==> src/design/fied_pkg.sv <==
package fied_pkg;

  // bus and register map (byte addresses)
  localparam int          AW            = 8;
  localparam logic [7:0]  OFS_CTRL      = 8'h00;
  localparam logic [7:0]  OFS_RISE_EN   = 8'h04;
  localparam logic [7:0]  OFS_FALL_EN   = 8'h08;
  localparam logic [7:0]  OFS_SHORT_EN  = 8'h0C;
  localparam logic [7:0]  OFS_BREAK_EN  = 8'h10;
  localparam logic [7:0]  OFS_STATE     = 8'h14;
  localparam logic [7:0]  OFS_IRQ_STAT  = 8'h18;
  localparam logic [7:0]  OFS_IRQ_MASK  = 8'h1C;
  localparam logic [7:0]  OFS_FRAME     = 8'h20;
  localparam logic [7:0]  OFS_FRAME_END = 8'h3C;
  localparam logic [1:0]  RESP_OKAY     = 2'h0;
  localparam logic [1:0]  RESP_SLVERR   = 2'h2;

  // control register fields
  localparam int          CTRL_SEL_LSB  = 0;
  localparam int          CTRL_SEL_MSB  = 1;
  localparam int          CTRL_DIAG_IE  = 2;
  localparam int          CTRL_HW_IE    = 3;
  localparam int          CTRL_EXT_DIAG = 4;
  localparam int          CTRL_W        = 5;
  localparam logic [4:0]  CTRL_RST      = 5'h01;

  // status layout: rise, fall, short, break bytes
  localparam int          ST_RISE       = 0;
  localparam int          ST_FALL       = 8;
  localparam int          ST_SHORT      = 16;
  localparam int          ST_BREAK      = 24;

  // filter delays
  localparam int          CLK_HZ        = 20_000_000;
  localparam int          US_PER_S      = 1_000_000;
  localparam int          DLY0_US       = 500;
  localparam int          DLY1_US       = 3_000;
  localparam int          DLY2_US       = 15_000;
  localparam int          DLY3_US       = 20_000;
  localparam int          CYC_PER_US    = CLK_HZ / US_PER_S;
  localparam int          DLY0_CYC      = DLY0_US * CYC_PER_US;
  localparam int          DLY1_CYC      = DLY1_US * CYC_PER_US;
  localparam int          DLY2_CYC      = DLY2_US * CYC_PER_US;
  localparam int          DLY3_CYC      = DLY3_US * CYC_PER_US;
  localparam int          CNT_W         = 19;

  // diagnostic frame
  localparam logic [7:0]  FRAME_LEN     = 8'h20;
  localparam logic [7:0]  FRAME_TAG     = 8'hA5;  // arbitrary value

  typedef enum logic [1:0] {
    FIED_DLY_0P5, FIED_DLY_3, FIED_DLY_15, FIED_DLY_20
  } fied_dly_t;

endpackage

==> src/design/fied_top.sv <==
// Summary of operation
// - one filter delay for all channels: 0.5/3/15/20 ms, 3 ms at reset.
// - same filter delay for rising and falling input changes.
// - per-channel rising-edge interrupt enable, off at reset.
// - per-channel falling-edge interrupt enable, off at reset.
// - edge enables written only while module hardware interrupt enabled.
// - per-channel short-to-ground and wire-break enables, off at reset.
// - extended diagnostics on gives a diagnostic frame of 32 bytes.
// - short or break on enabled channel raises its diagnostic interrupt.
`timescale 1ns/1ps
module fied_top #(
  parameter int NCH      = 8,
  parameter int CNT_W    = fied_pkg::CNT_W,
  parameter int DLY0_CYC = fied_pkg::DLY0_CYC,
  parameter int DLY1_CYC = fied_pkg::DLY1_CYC,
  parameter int DLY2_CYC = fied_pkg::DLY2_CYC,
  parameter int DLY3_CYC = fied_pkg::DLY3_CYC
) (
  input  wire logic                   clk_in,
  input  wire logic                   resetn_in,
  input  wire logic [NCH-1:0]         din_in,
  input  wire logic [NCH-1:0]         short_det_in,
  input  wire logic [NCH-1:0]         break_det_in,
  input  wire logic [fied_pkg::AW-1:0] s_axi_awaddr_in,
  input  wire logic                   s_axi_awvalid_in,
  output logic                        s_axi_awready_out,
  input  wire logic [31:0]            s_axi_wdata_in,
  input  wire logic [3:0]             s_axi_wstrb_in,
  input  wire logic                   s_axi_wvalid_in,
  output logic                        s_axi_wready_out,
  output logic [1:0]                  s_axi_bresp_out,
  output logic                        s_axi_bvalid_out,
  input  wire logic                   s_axi_bready_in,
  input  wire logic [fied_pkg::AW-1:0] s_axi_araddr_in,
  input  wire logic                   s_axi_arvalid_in,
  output logic                        s_axi_arready_out,
  output logic [31:0]                 s_axi_rdata_out,
  output logic [1:0]                  s_axi_rresp_out,
  output logic                        s_axi_rvalid_out,
  input  wire logic                   s_axi_rready_in,
  output logic [NCH-1:0]              state_out,
  output logic                        irq_out
);

  function automatic logic [CNT_W-1:0] dly_cyc(input logic [1:0] sel);
    case (fied_pkg::fied_dly_t'(sel))
      fied_pkg::FIED_DLY_0P5: dly_cyc = CNT_W'(DLY0_CYC);
      fied_pkg::FIED_DLY_3:   dly_cyc = CNT_W'(DLY1_CYC);
      fied_pkg::FIED_DLY_15:  dly_cyc = CNT_W'(DLY2_CYC);
      default:                dly_cyc = CNT_W'(DLY3_CYC);
    endcase
  endfunction

  function automatic logic [31:0] wr_merge(input logic [31:0] old,
                                           input logic [31:0] dat,
                                           input logic [3:0]  strb);
    logic [31:0] res;
    res = old;
    for (int b = 0; b < 4; b++) begin
      if (strb[b]) begin
        res[8*b +: 8] = dat[8*b +: 8];
      end
    end
    wr_merge = res;
  endfunction

  // registers
  logic [fied_pkg::CTRL_W-1:0] ctrl_r;
  logic [NCH-1:0]              rise_en_r;
  logic [NCH-1:0]              fall_en_r;
  logic [NCH-1:0]              short_en_r;
  logic [NCH-1:0]              break_en_r;
  logic [31:0]                 stat_r;
  logic [31:0]                 mask_r;

  // input synchronisers, 3 stages plus agreed value
  localparam int SW = 3 * NCH;
  logic [SW-1:0]               sy1_r;
  logic [SW-1:0]               sy2_r;
  logic [SW-1:0]               sy3_r;
  logic [SW-1:0]               syq_r;
  wire  [SW-1:0]               sy_agree = ~(sy2_r ^ sy3_r);
  wire  [SW-1:0]               syq_nxt  = (sy_agree & sy3_r)
                                        | (~sy_agree & syq_r);
  wire  [NCH-1:0]              din_q    = syq_r[NCH-1:0];
  wire  [NCH-1:0]              short_q  = syq_r[2*NCH-1:NCH];
  wire  [NCH-1:0]              break_q  = syq_r[SW-1:2*NCH];

  always_ff @(posedge clk_in) begin
    if (!resetn_in) begin
      sy1_r <= '0;
      sy2_r <= '0;
      sy3_r <= '0;
      syq_r <= '0;
    end else begin
      sy1_r <= {break_det_in, short_det_in, din_in};
      sy2_r <= sy1_r;
      sy3_r <= sy2_r;
      syq_r <= syq_nxt;
    end
  end

  // debounce filters
  wire  [1:0]       dly_sel = ctrl_r[fied_pkg::CTRL_SEL_MSB:
                                     fied_pkg::CTRL_SEL_LSB];
  wire  [CNT_W-1:0] dly_lim = dly_cyc(dly_sel) - CNT_W'(1);
  logic [CNT_W-1:0] cnt_r [NCH];
  logic [CNT_W-1:0] cnt_nxt [NCH];
  logic [NCH-1:0]   filt_r;
  logic [NCH-1:0]   accept;

  for (genvar i = 0; i < NCH; i++) begin : g_filt
    // one counter for either direction of change
    assign accept[i]  = (din_q[i] != filt_r[i])
                      && (cnt_r[i] >= dly_lim);
    assign cnt_nxt[i] = ((din_q[i] == filt_r[i]) || accept[i]) ? '0
                      : cnt_r[i] + CNT_W'(1);
  end

  wire [NCH-1:0] filt_nxt = filt_r ^ accept;

  always_ff @(posedge clk_in) begin
    if (!resetn_in) begin
      filt_r <= '0;
      for (int i = 0; i < NCH; i++) begin
        cnt_r[i] <= '0;
      end
    end else begin
      filt_r <= filt_nxt;
      for (int i = 0; i < NCH; i++) begin
        cnt_r[i] <= cnt_nxt[i];
      end
    end
  end

  // events
  wire           hw_ie    = ctrl_r[fied_pkg::CTRL_HW_IE];
  wire           diag_ie  = ctrl_r[fied_pkg::CTRL_DIAG_IE];
  wire           ext_diag = ctrl_r[fied_pkg::CTRL_EXT_DIAG];
  wire [NCH-1:0] rise_ev  = accept & ~filt_r & rise_en_r
                          & {NCH{hw_ie}};
  wire [NCH-1:0] fall_ev  = accept & filt_r & fall_en_r
                          & {NCH{hw_ie}};
  wire [NCH-1:0] short_on = short_q & short_en_r;
  wire [NCH-1:0] break_on = break_q & break_en_r;
  logic [NCH-1:0] short_on_r;
  logic [NCH-1:0] break_on_r;
  wire [NCH-1:0] short_ev = short_on & ~short_on_r
                          & {NCH{diag_ie}};
  wire [NCH-1:0] break_ev = break_on & ~break_on_r
                          & {NCH{diag_ie}};
  wire [31:0]    stat_set = {break_ev, short_ev, fall_ev, rise_ev};

  // axi4-lite write path
  logic                   aw_full_r;
  logic                   w_full_r;
  logic [fied_pkg::AW-1:0] aw_addr_r;
  logic [31:0]            w_data_r;
  logic [3:0]             w_strb_r;
  wire aw_hs   = s_axi_awvalid_in && s_axi_awready_out;
  wire w_hs    = s_axi_wvalid_in && s_axi_wready_out;
  wire do_wr   = aw_full_r && w_full_r && !s_axi_bvalid_out;
  wire b_done  = s_axi_bvalid_out && s_axi_bready_in;
  wire aw_full_nxt = do_wr ? 1'b0 : (aw_hs ? 1'b1 : aw_full_r);
  wire w_full_nxt  = do_wr ? 1'b0 : (w_hs ? 1'b1 : w_full_r);
  wire bvalid_nxt  = do_wr ? 1'b1 : (b_done ? 1'b0 : s_axi_bvalid_out);

  wire wa_ctrl  = aw_addr_r == fied_pkg::OFS_CTRL;
  wire wa_rise  = aw_addr_r == fied_pkg::OFS_RISE_EN;
  wire wa_fall  = aw_addr_r == fied_pkg::OFS_FALL_EN;
  wire wa_short = aw_addr_r == fied_pkg::OFS_SHORT_EN;
  wire wa_brk   = aw_addr_r == fied_pkg::OFS_BREAK_EN;
  wire wa_stat  = aw_addr_r == fied_pkg::OFS_IRQ_STAT;
  wire wa_mask  = aw_addr_r == fied_pkg::OFS_IRQ_MASK;
  wire wa_ro    = (aw_addr_r == fied_pkg::OFS_STATE)
               || ((aw_addr_r >= fied_pkg::OFS_FRAME)
               && (aw_addr_r <= fied_pkg::OFS_FRAME_END));
  wire wa_ok    = (wa_ctrl || wa_rise || wa_fall || wa_short || wa_brk
               || wa_stat || wa_mask || wa_ro) && (aw_addr_r[1:0] == 2'h0);

  wire [31:0] wm_ctrl  = wr_merge(32'(ctrl_r), w_data_r, w_strb_r);
  wire [31:0] wm_rise  = wr_merge(32'(rise_en_r), w_data_r, w_strb_r);
  wire [31:0] wm_fall  = wr_merge(32'(fall_en_r), w_data_r, w_strb_r);
  wire [31:0] wm_short = wr_merge(32'(short_en_r), w_data_r, w_strb_r);
  wire [31:0] wm_brk   = wr_merge(32'(break_en_r), w_data_r, w_strb_r);
  wire [31:0] wm_mask  = wr_merge(mask_r, w_data_r, w_strb_r);
  wire [31:0] st_clr   = wr_merge(32'h0000_0000, w_data_r, w_strb_r);

  wire wr_edge_ok = do_wr && hw_ie;
  wire [31:0] clr_v = (do_wr && wa_stat && wa_ok) ? st_clr : 32'h0000_0000;
  // a new event wins over a clear in the same cycle
  wire [31:0] stat_nxt = (stat_r & ~clr_v) | stat_set;

  always_ff @(posedge clk_in) begin
    if (!resetn_in) begin
      aw_full_r         <= 1'b0;
      w_full_r          <= 1'b0;
      aw_addr_r         <= '0;
      w_data_r          <= '0;
      w_strb_r          <= '0;
      s_axi_awready_out <= 1'b0;
      s_axi_wready_out  <= 1'b0;
      s_axi_bvalid_out  <= 1'b0;
      s_axi_bresp_out   <= fied_pkg::RESP_OKAY;
    end else begin
      aw_full_r         <= aw_full_nxt;
      w_full_r          <= w_full_nxt;
      s_axi_awready_out <= !aw_full_nxt && !bvalid_nxt;
      s_axi_wready_out  <= !w_full_nxt && !bvalid_nxt;
      s_axi_bvalid_out  <= bvalid_nxt;
      if (aw_hs) begin
        aw_addr_r <= s_axi_awaddr_in;
      end
      if (w_hs) begin
        w_data_r <= s_axi_wdata_in;
        w_strb_r <= s_axi_wstrb_in;
      end
      if (do_wr) begin
        s_axi_bresp_out <= wa_ok ? fied_pkg::RESP_OKAY
                                 : fied_pkg::RESP_SLVERR;
      end
    end
  end

  // register updates
  always_ff @(posedge clk_in) begin
    if (!resetn_in) begin
      ctrl_r     <= fied_pkg::CTRL_RST;
      rise_en_r  <= '0;
      fall_en_r  <= '0;
      short_en_r <= '0;
      break_en_r <= '0;
      mask_r     <= '0;
    end else begin
      if (do_wr && wa_ctrl && wa_ok) begin
        ctrl_r <= wm_ctrl[fied_pkg::CTRL_W-1:0];
      end
      if (wr_edge_ok && wa_rise && wa_ok) begin
        rise_en_r <= wm_rise[NCH-1:0];
      end
      if (wr_edge_ok && wa_fall && wa_ok) begin
        fall_en_r <= wm_fall[NCH-1:0];
      end
      if (do_wr && wa_short && wa_ok) begin
        short_en_r <= wm_short[NCH-1:0];
      end
      if (do_wr && wa_brk && wa_ok) begin
        break_en_r <= wm_brk[NCH-1:0];
      end
      if (do_wr && wa_mask && wa_ok) begin
        mask_r <= wm_mask;
      end
    end
  end

  // status, interrupt and visible state
  always_ff @(posedge clk_in) begin
    if (!resetn_in) begin
      stat_r     <= '0;
      short_on_r <= '0;
      break_on_r <= '0;
      state_out  <= '0;
      irq_out    <= 1'b0;
    end else begin
      stat_r     <= stat_nxt;
      short_on_r <= short_on;
      break_on_r <= break_on;
      state_out  <= filt_nxt;
      irq_out    <= |(stat_nxt & mask_r);
    end
  end

  // diagnostic frame: 8 words, 32 bytes
  wire [NCH-1:0] err_map = short_on | break_on;
  wire [31:0] frm_w0 = {8'(err_map), fied_pkg::FRAME_TAG,
                        8'(ctrl_r), fied_pkg::FRAME_LEN};
  wire [2:0]  frm_idx = s_axi_araddr_in[4:2];
  logic [31:0] frm_word;
  always_comb begin
    case (frm_idx)
      3'h0:    frm_word = frm_w0;
      3'h1:    frm_word = 32'(filt_r);
      3'h2:    frm_word = 32'(short_on);
      3'h3:    frm_word = 32'(break_on);
      3'h4:    frm_word = 32'(short_en_r);
      3'h5:    frm_word = 32'(break_en_r);
      3'h6:    frm_word = stat_r;
      default: frm_word = 32'(err_map);
    endcase
  end

  // axi4-lite read path
  wire ar_hs = s_axi_arvalid_in && s_axi_arready_out;
  wire r_done = s_axi_rvalid_out && s_axi_rready_in;
  wire rvalid_nxt = ar_hs ? 1'b1 : (r_done ? 1'b0 : s_axi_rvalid_out);
  wire [fied_pkg::AW-1:0] ra = s_axi_araddr_in;
  wire ra_al = ra[1:0] == 2'h0;
  wire ra_frm = (ra >= fied_pkg::OFS_FRAME)
             && (ra <= fied_pkg::OFS_FRAME_END);
  logic [31:0] rd_val;
  logic        rd_ok;
  always_comb begin
    rd_ok  = ra_al;
    rd_val = 32'h0000_0000;
    if (ra == fied_pkg::OFS_CTRL) begin
      rd_val = 32'(ctrl_r);
    end else if (ra == fied_pkg::OFS_RISE_EN) begin
      rd_val = 32'(rise_en_r);
    end else if (ra == fied_pkg::OFS_FALL_EN) begin
      rd_val = 32'(fall_en_r);
    end else if (ra == fied_pkg::OFS_SHORT_EN) begin
      rd_val = 32'(short_en_r);
    end else if (ra == fied_pkg::OFS_BREAK_EN) begin
      rd_val = 32'(break_en_r);
    end else if (ra == fied_pkg::OFS_STATE) begin
      rd_val = 32'(filt_r);
    end else if (ra == fied_pkg::OFS_IRQ_STAT) begin
      rd_val = stat_r;
    end else if (ra == fied_pkg::OFS_IRQ_MASK) begin
      rd_val = mask_r;
    end else if (ra_frm) begin
      rd_val = ext_diag ? frm_word : 32'h0000_0000;
    end else begin
      rd_ok = 1'b0;
    end
    if (!rd_ok) begin
      rd_val = 32'h0000_0000;
    end
  end

  always_ff @(posedge clk_in) begin
    if (!resetn_in) begin
      s_axi_arready_out <= 1'b0;
      s_axi_rvalid_out  <= 1'b0;
      s_axi_rdata_out   <= '0;
      s_axi_rresp_out   <= fied_pkg::RESP_OKAY;
    end else begin
      s_axi_arready_out <= !rvalid_nxt;
      s_axi_rvalid_out  <= rvalid_nxt;
      if (ar_hs) begin
        s_axi_rdata_out <= rd_val;
        s_axi_rresp_out <= rd_ok ? fied_pkg::RESP_OKAY
                                 : fied_pkg::RESP_SLVERR;
      end
    end
  end

endmodule // fied_top

==> config.mk <==
export PLATFORM = sky130hd
export DESIGN_NAME = fied_top
export DESIGN_NICKNAME = d
export VERILOG_FILES = /design/src/design/fied_pkg.sv /design/src/design/fied_top.sv
export SDC_FILE = /design/constraint.sdc
export NUM_CORES = 1
export LEC_CHECK = 0
export ABC_AREA = 0
export BUFFER_PORTS_ARGS = -buffer_cell sky130_fd_sc_hd__buf_4
export CAP_MARGIN = 10
export CORE_MARGIN = 2
export CORE_UTILIZATION = 65
export CTS_CLUSTER_SIZE = 30
export DETAILED_ROUTE_END_ITERATION = 12
export PLACE_DENSITY = 0.85
export RECOVER_POWER = 25
export SLEW_MARGIN = 20
export SYNTH_ARGS = -nofsm -noshare
export SYNTH_HDL_FRONTEND = slang
export SYNTH_SLANG_ARGS = --single-unit
==> constraint.sdc <==
create_clock -name clk_in -period 7.7 [get_ports clk_in]
set_input_delay 0.385 -clock clk_in [delete_from_list [all_inputs] [get_ports clk_in]]
set_output_delay 0.385 -clock clk_in [all_outputs]
set_load 0.02 [all_outputs]
==> results of run 1 <==
[sequential cells by signal, indices dropped and copies added (netlist names), 4 cells and up, named ones only]
signal / count
short_en_r: 8
mask_r: 32
sy3_r: 24
ctrl_r: 5
fall_en_r: 8
sy1_r: 24
rise_en_r: 8
cnt_r: 152
w_data_r: 32
stat_r: 32
aw_addr_r: 8
short_on_r: 8
w_strb_r: 4
break_on_r: 8
sy2_r: 24
break_en_r: 8
s_axi_rdata_out: 32
[Yosys cell counts (5+ instances only)]
library cell | instances | share of area [%]
a2111oi_0 | 7 | 0.29
a211oi_1 | 12 | 0.42
a21boi_0 | 132 | 4.6
a21o_1 | 19 | 0.67
a21oi_1 | 58 | 1.4
a221oi_1 | 15 | 0.61
a222oi_1 | 12 | 0.56
a22oi_1 | 23 | 0.81
a2bb2oi_1 | 5 | 0.20
a31oi_1 | 7 | 0.20
and2_1 | 119 | 3.5
and3_1 | 47 | 1.4
and4_1 | 9 | 0.37
and4b_1 | 6 | 0.28
buf_1 | 10 | 0.18
clkbuf_1 | 99 | 1.7
dfxtp_1 | 459 | 43
ha_1 | 109 | 6.4
inv_1 | 38 | 0.67
mux2i_1 | 30 | 1.4
nand2_1 | 345 | 6.0
nand2b_1 | 12 | 0.35
nand3_1 | 140 | 3.3
nand3b_1 | 6 | 0.21
nand4_1 | 42 | 1.2
nand4b_1 | 13 | 0.53
nor2_1 | 256 | 4.5
nor2b_1 | 50 | 1.5
nor3_1 | 21 | 0.49
nor3b_1 | 12 | 0.42
nor4_1 | 6 | 0.18
o211ai_1 | 5 | 0.18
o21a_1 | 14 | 0.49
o21ai_0 | 97 | 2.3
o21bai_1 | 5 | 0.18
o221ai_1 | 5 | 0.20
o22ai_1 | 7 | 0.20
xnor2_1 | 54 | 2.2
xor2_1 | 90 | 3.7
[layout make-up]
cell class              instances  area, um2
clock buffers                  65       1374
clock inverters                19      206.4
fillers                      2499       8313
inverters                      38      142.6
multi-input cells            1866      11690
flip-flops and latches        459       9189
well taps                     442      553.0
repair buffers                148       1067
[worst max-delay path: cells and delay by family]
kind                   cells  cell delay, ns
buffers and inverters      1            3.09
AND/OR/NAND/NOR            2            2.25
[repair_timing]
item,4_1_cts,5_1_grt
hold endpoints to repair,2,0
resized for setup,0,0
hold buffers,2,0
[logic make-up (layout without fill, tap and decap cells)]
family | count (synthesis) | count (layout)
flip-flops | 459 | 459
adder cells (fa/ha/maj) | 109 | 109
multiplexers | 30 | 30
other | 1 | 2
XOR/XNOR | 144 | 144
buffers and inverters | 152 | 270
AND/OR/NAND/NOR | 1102 | 1102
AO/OA/AOI/OAI | 479 | 479
[layer usage]
layer,wire (um),GRT usage [%],vias up
met1,22780,40.68,8739
met4,3821,20.06,0
li1,-,-,8815
met3,4357,5.263,211
met2,27730,57.72,811
met5,0,0.5926,-
[power breakdown]
part           total [mW]  internal (mW)  leakage (nW)  switching (mW)
Combinational       0.159         0.0723          4.68          0.0864
Sequential           2.43           2.40          3.71          0.0303
Clock                2.30           1.35         0.786           0.947
Total                4.89           3.83          9.18            1.06
[metrics by stage]
step | instances | util (%) | cell area (um2) | setup slack [ns] | power, mW
2_1_floorplan | 2477 | - | 21450 | 3.786 | 2.570
3_3_place_gp | 2951 | 69.69 | 22680 | 3.254 | 2.636
3_5_place_dp | 2951 | 69.69 | 22680 | 3.112 | 2.640
4_1_cts | 3037 | 74.61 | 24280 | 3.060 | 4.912
5_1_grt | 3037 | 74.45 | 24220 | 1.711 | 5.021
6_report | 3037 | 74.45 | 24220 | 2.421 | 4.890
[layout by cell type, fill, tap and decap left out, types with 7 or more instances in the layout]
cell       synthesis  final
a2111oi_0          7      7
a211oi_1          12     12
a21boi_0         132    132
a21o_1            19     19
a21oi_1           58     58
a221oi_1          15     15
a222oi_1          12     12
a22oi_1           23     23
a31oi_1            7      7
and2_0             0     29
and2_1           119     90
and3_1            47     47
and4_1             9      9
buf_4              3    133
clkbuf_1          99     18
clkbuf_16          0     47
clkbuf_8           0     13
clkinv_2           0     10
dfxtp_1          459    459
ha_1             109    109
inv_1             38     38
mux2i_1           30     30
nand2_1          345    345
nand2b_1          12     12
nand3_1          140    140
nand4_1           42     42
nand4b_1          13     13
nor2_1           256    256
nor2b_1           50     50
nor3_1            21     20
nor3b_1           12     12
o21a_1            14     14
o21ai_0           97     96
o22ai_1            7      7
xnor2_1           54     54
xor2_1            90     90
[path summary, 6_finish.rpt]
check,start,endpoint,cells after the start
setup reg to reg,ctrl_r[1],cnt_r[1][16],12
hold / removal,break_det_in[4],sy1_r[20],2
setup / recovery,resetn_in,cnt_r[0][69],3
hold reg to reg,sy1_r[6],sy2_r[6],1
==> results.cfg, run 1 <==
[detailed_routing]
drt-wirelength-per-cell_um = 19.32
vias = 18576
routed_wl_um = 58690
drcViolationCount = 0
drt_iter0_drc = 1579
viasPerCell = 6.117
ant_nets = 0
first_pass_iters = 7

[critical_path]
worstSetupPathType = input port to flip-flop
rrSetupSlack_ns = 2.85
crit_path_max_fanout = 134
crit_slowest_cell = clkbuf_1
cp_slowest_stage_delay_ns = 3.09
arrival_ns = 5.74
cp_data_required_time_ns = 8.16
end_kind = flip-flop
crit_chain = clkbuf_1 > nand3_1 > nor2_1
cp-start-kind = input port

[logic_synthesis]
synth_top_family_by_area = simple AND/OR/NAND/NOR gates
syn_inst = 2476
synth_area_um2 = 21450
synthArstFlopShare_pct = 0
ys.flop_type = dfxtp_1
synth.distinct_cells = 80
yosys_register_bits = 459
synth.area.mux_share_pct = 1.400
yosysWarnings = 0
synth-simple-area-share_pct = 24.99
yosysSeqAreaShare_pct = 42.84
synth_xor_area_share_pct = 5.880
synthAdderAreaFrac_pct = 6.358
avgSynthCellArea_um2 = 8.663
synth_compound_area_share_pct = 15.79
synth_edf_count = 0

[final_layout]
nets = 2751
n_antenna_cell = 0
drive_gt1_share_pct = 8.940
area_delta_synth_final_pct = 12.93

[die]
rows = 66
die_y_um = 185.7
core_area_um2 = 32540
die-width_um = 185.7
die_area_um2 = 34470
initial_core_util_pct = 65.92
ios = 133

[timing]
worstMarginPinSlew_ns = 4.492
fmax_mhz = 189.4
fin_worst_skew_ns = 0.01989
period_needed_ns = 5.279
rsz0062_at_grt = false
holdWs_ns = 0.01808
hold_viol_final = 0
relSlewSlack_pct = -199.5
tns_ns = 0
drv_slew = 135
finalSetupViolCount = 0
period_share_pct = 68.56

[global_route]
track_usage_pct = 33.96
antenna_found_initial = 0
grt_pass1_vias = 17920
grt_max_degree = 135
grt_pass1_wl_um = 92810
grt_overflow = 0

[clock_tree]
clk_latency_ns = 0.58
cts.sinks = 459
path_clk_slew_ns = 0.06
cts_setup_buffers = 0
clockRootBuffer = clkbuf_16
ctsLongestPathBuffers = 3
htreeDepth = 2
tritoncts = yes
cts_buffers = 46

[power_and_ir_drop]
p_leak_nw = 9.180
power.density_nw_per_um2 = 201.9
peakVddDrop_mv = 0.2203

[outcome]
violations = capacitance limit, slew limit
outcome = complete, but fails checks

[placement]
dpl.hpwl_um = 41610
io_buffers = 130
routabilityCongestion = 0.9780

[hold_path]
hold_class = input port to flip-flop

[job]
drv_cap = 1
Note: power is estimated with default switching activity, not from simulation.
==> run 2, diff against run 1 <==
--- a/config.mk
+++ b/config.mk
@@ -9,10 +9,10 @@
 export BUFFER_PORTS_ARGS = -buffer_cell sky130_fd_sc_hd__buf_4
 export CAP_MARGIN = 10
 export CORE_MARGIN = 2
-export CORE_UTILIZATION = 65
+export CORE_UTILIZATION = 55
 export CTS_CLUSTER_SIZE = 30
 export DETAILED_ROUTE_END_ITERATION = 12
-export PLACE_DENSITY = 0.85
+export PLACE_DENSITY = 0.76
 export RECOVER_POWER = 25
 export SLEW_MARGIN = 20
 export SYNTH_ARGS = -nofsm -noshare
==> constraint.sdc (replaced) <==
create_clock -name clk_in -period 4.8 [get_ports clk_in]
set_input_delay 0.24 -clock clk_in [delete_from_list [all_inputs] [get_ports clk_in]]
set_output_delay 0.24 -clock clk_in [all_outputs]
set_load 0.02 [all_outputs]
==> run 2 against run 1 <==
Against the previous run: the flow still finishes with violations (capacitance limit, slew limit); combinational power rose by 90%; sequential cell count is the same; wire length grew 3.5%; critical endpoint is now cnt_r[1][11].
==> results.cfg, run 2 (same netlist as run 1, synthesis figures left out) <==
[critical_path]
cp_data_required_time_ns = 5.30
cp_slowest_stage_delay_ns = 0.69
crit_chain = inv_1 > ha_1 > ha_1 > and3_1 > a221o_1 > a2111oi_0 > nor3_1 > o41ai_2 > nand3_1 > nor2_1
critical_path.most_common_cell = ha_1
crit_family = compound AO/OA/AOI/OAI gates
end_kind = flip-flop
worstSetupPathType = flip-flop to flip-flop
arrival_ns = 4.79
crit_path_max_fanout = 19
path_buf_inv = 1
crit_slowest_cell = nand3_1
cp-start-kind = flip-flop

[clock_tree]
cts-resized-gates = 0
clk_latency_ns = 0.60
ctsLongestPathBuffers = 3
path_clk_slew_ns = 0.06
ctsHoldBuffers = 71
clockRootBuffer = clkbuf_16
cts_buffers = 47
cts_setup_buffers = 0
tritoncts = yes
cts.sinks = 459
htreeDepth = 2

[global_route]
grt_pass1_vias = 18312
grt_max_degree = 117
track_usage_pct = 29.60
antenna_found_initial = 1
grt_pass1_wl_um = 96720
grt_overflow = 0

[final_layout]
final_common_cell = dfxtp_1
nFillCells = 3259
stdcell_area_um2 = 25010
layout_common_cells = 459 x dfxtp_1, 345 x nand2_1, 256 x nor2_1
n_antenna_cell = 0
largest-register = cnt_r
nets = 2831
drive_gt1_share_pct = 8.000
area_delta_synth_final_pct = 16.61
largest_reg_flops = 152

[timing]
tns_ns = 0
period_share_pct = 89.35
holdWs_ns = 0.1188
finalSetupViolCount = 0
period_needed_ns = 4.289
relSlewSlack_pct = -130.5
hold_viol_final = 0
fmax_mhz = 233.2
drv_slew = 358
worstMarginPinSlew_ns = 3.458
rsz0062_at_grt = false
fin_worst_skew_ns = 0.01961

[die]
ios = 133
core_area_um2 = 38560
rows = 72
initial_core_util_pct = 55.63
die_area_um2 = 40590
die-width_um = 201.5
die_y_um = 201.5

[power_and_ir_drop]
p_switching_mw = 1.774
p_seq_share_pct = 48.9
p_int_mw = 6.203
switching_share_pct = 22.24
power.density_nw_per_um2 = 318.9
power_mw = 7.978
p_clk_share_pct = 47.3
p_leak_nw = 9.414
combPwrFrac_pct = 3.8
peakVddDrop_mv = 0.3451

[placement]
placed_cell_area_um2 = 22860
io_buffers = 130
routabilityCongestion = 0.9787
dpl.hpwl_um = 42600

[detailed_routing]
ant_nets = 0
drt-wirelength-per-cell_um = 19.03
drt_iter0_drc = 1446
first_pass_iters = 5
vias = 18667
viasPerCell = 5.846
drcViolationCount = 0
routed_wl_um = 60770

[hold_path]
hold_class = input port to flip-flop

[outcome]
violations = capacitance limit, slew limit
outcome = complete, but fails checks

[job]
drv_cap = 4
[run 2: worst reg2reg max path, stage by stage (launching register included)]
cell	delay, ns
dfxtp_1	0.61
inv_1	0.13
ha_1	0.39
ha_1	0.37
and3_1	0.16
a221o_1	0.32
a2111oi_0	0.46
nor3_1	0.14
o41ai_2	0.60
nand3_1	0.69
nor2_1	0.32
[run 2: per-stage QoR]
| stage | setup WS, ns | utilization, % | instances |
|---|---|---|---|
| 5_1_grt | 0.1097 | 64.87 | 3193 |
| 4_1_cts | 0.5496 | 65.28 | 3193 |
| 3_5_place_dp | 0.5612 | 59.28 | 3037 |
| 2_1_floorplan | 0.8864 | - | 2477 |
| 6_report | 0.5114 | 64.87 | 3193 |
| 3_3_place_gp | 0.8082 | 59.28 | 3037 |
[run 2: layer usage]
metal / wire, um / GRT usage (%) / vias up / part of all wire, %
met3: 3347 / 3.806 / 192 / 5.5
met5: 13 / 0 / - / 0.021
met2: 28140 / 49.10 / 645 / 46
li1: - / - / 8981 / -
met1: 25410 / 36.64 / 8847 / 42
met4: 3861 / 18.33 / 2 / 6.4
[run 2: power groups by stage]
stage | Sequential [mW] | Combinational [mW] | Clock (mW)
global placement | 3.99 | 0.245 | 0
floorplan | 3.97 | 0.156 | 0
global route | 3.91 | 0.328 | 3.96
CTS | 3.90 | 0.295 | 3.82
finish | 3.90 | 0.302 | 3.77
detailed placement | 3.99 | 0.249 | 0
[run 2: area by class of cell]
| cell class | instances | area [um2] | share of cell area, % |
|---|---|---|---|
| Clock buffer | 68 | 1395 | 5.578 |
| Clock inverter | 17 | 207.7 | 0.8304 |
| Inverter | 38 | 142.6 | 0.5703 |
| Multi-Input combinational cell | 1866 | 11690 | 46.74 |
| Sequential cell | 459 | 9189 | 36.74 |
| Tap cell | 518 | 648.1 | 2.591 |
| Timing Repair Buffer | 227 | 1739 | 6.953 |
[run 2: final timing paths]
check	startpoint	end	slack, ns	depth (start not counted)
min	s_axi_awvalid_in	aw_addr_r[7]	0.12	4
max reg2reg	ctrl_r[1]	cnt_r[1][11]	0.51	10
max	ctrl_r[1]	cnt_r[1][11]	0.51	10
min reg2reg	sy1_r[0]	sy2_r[0]	0.43	1
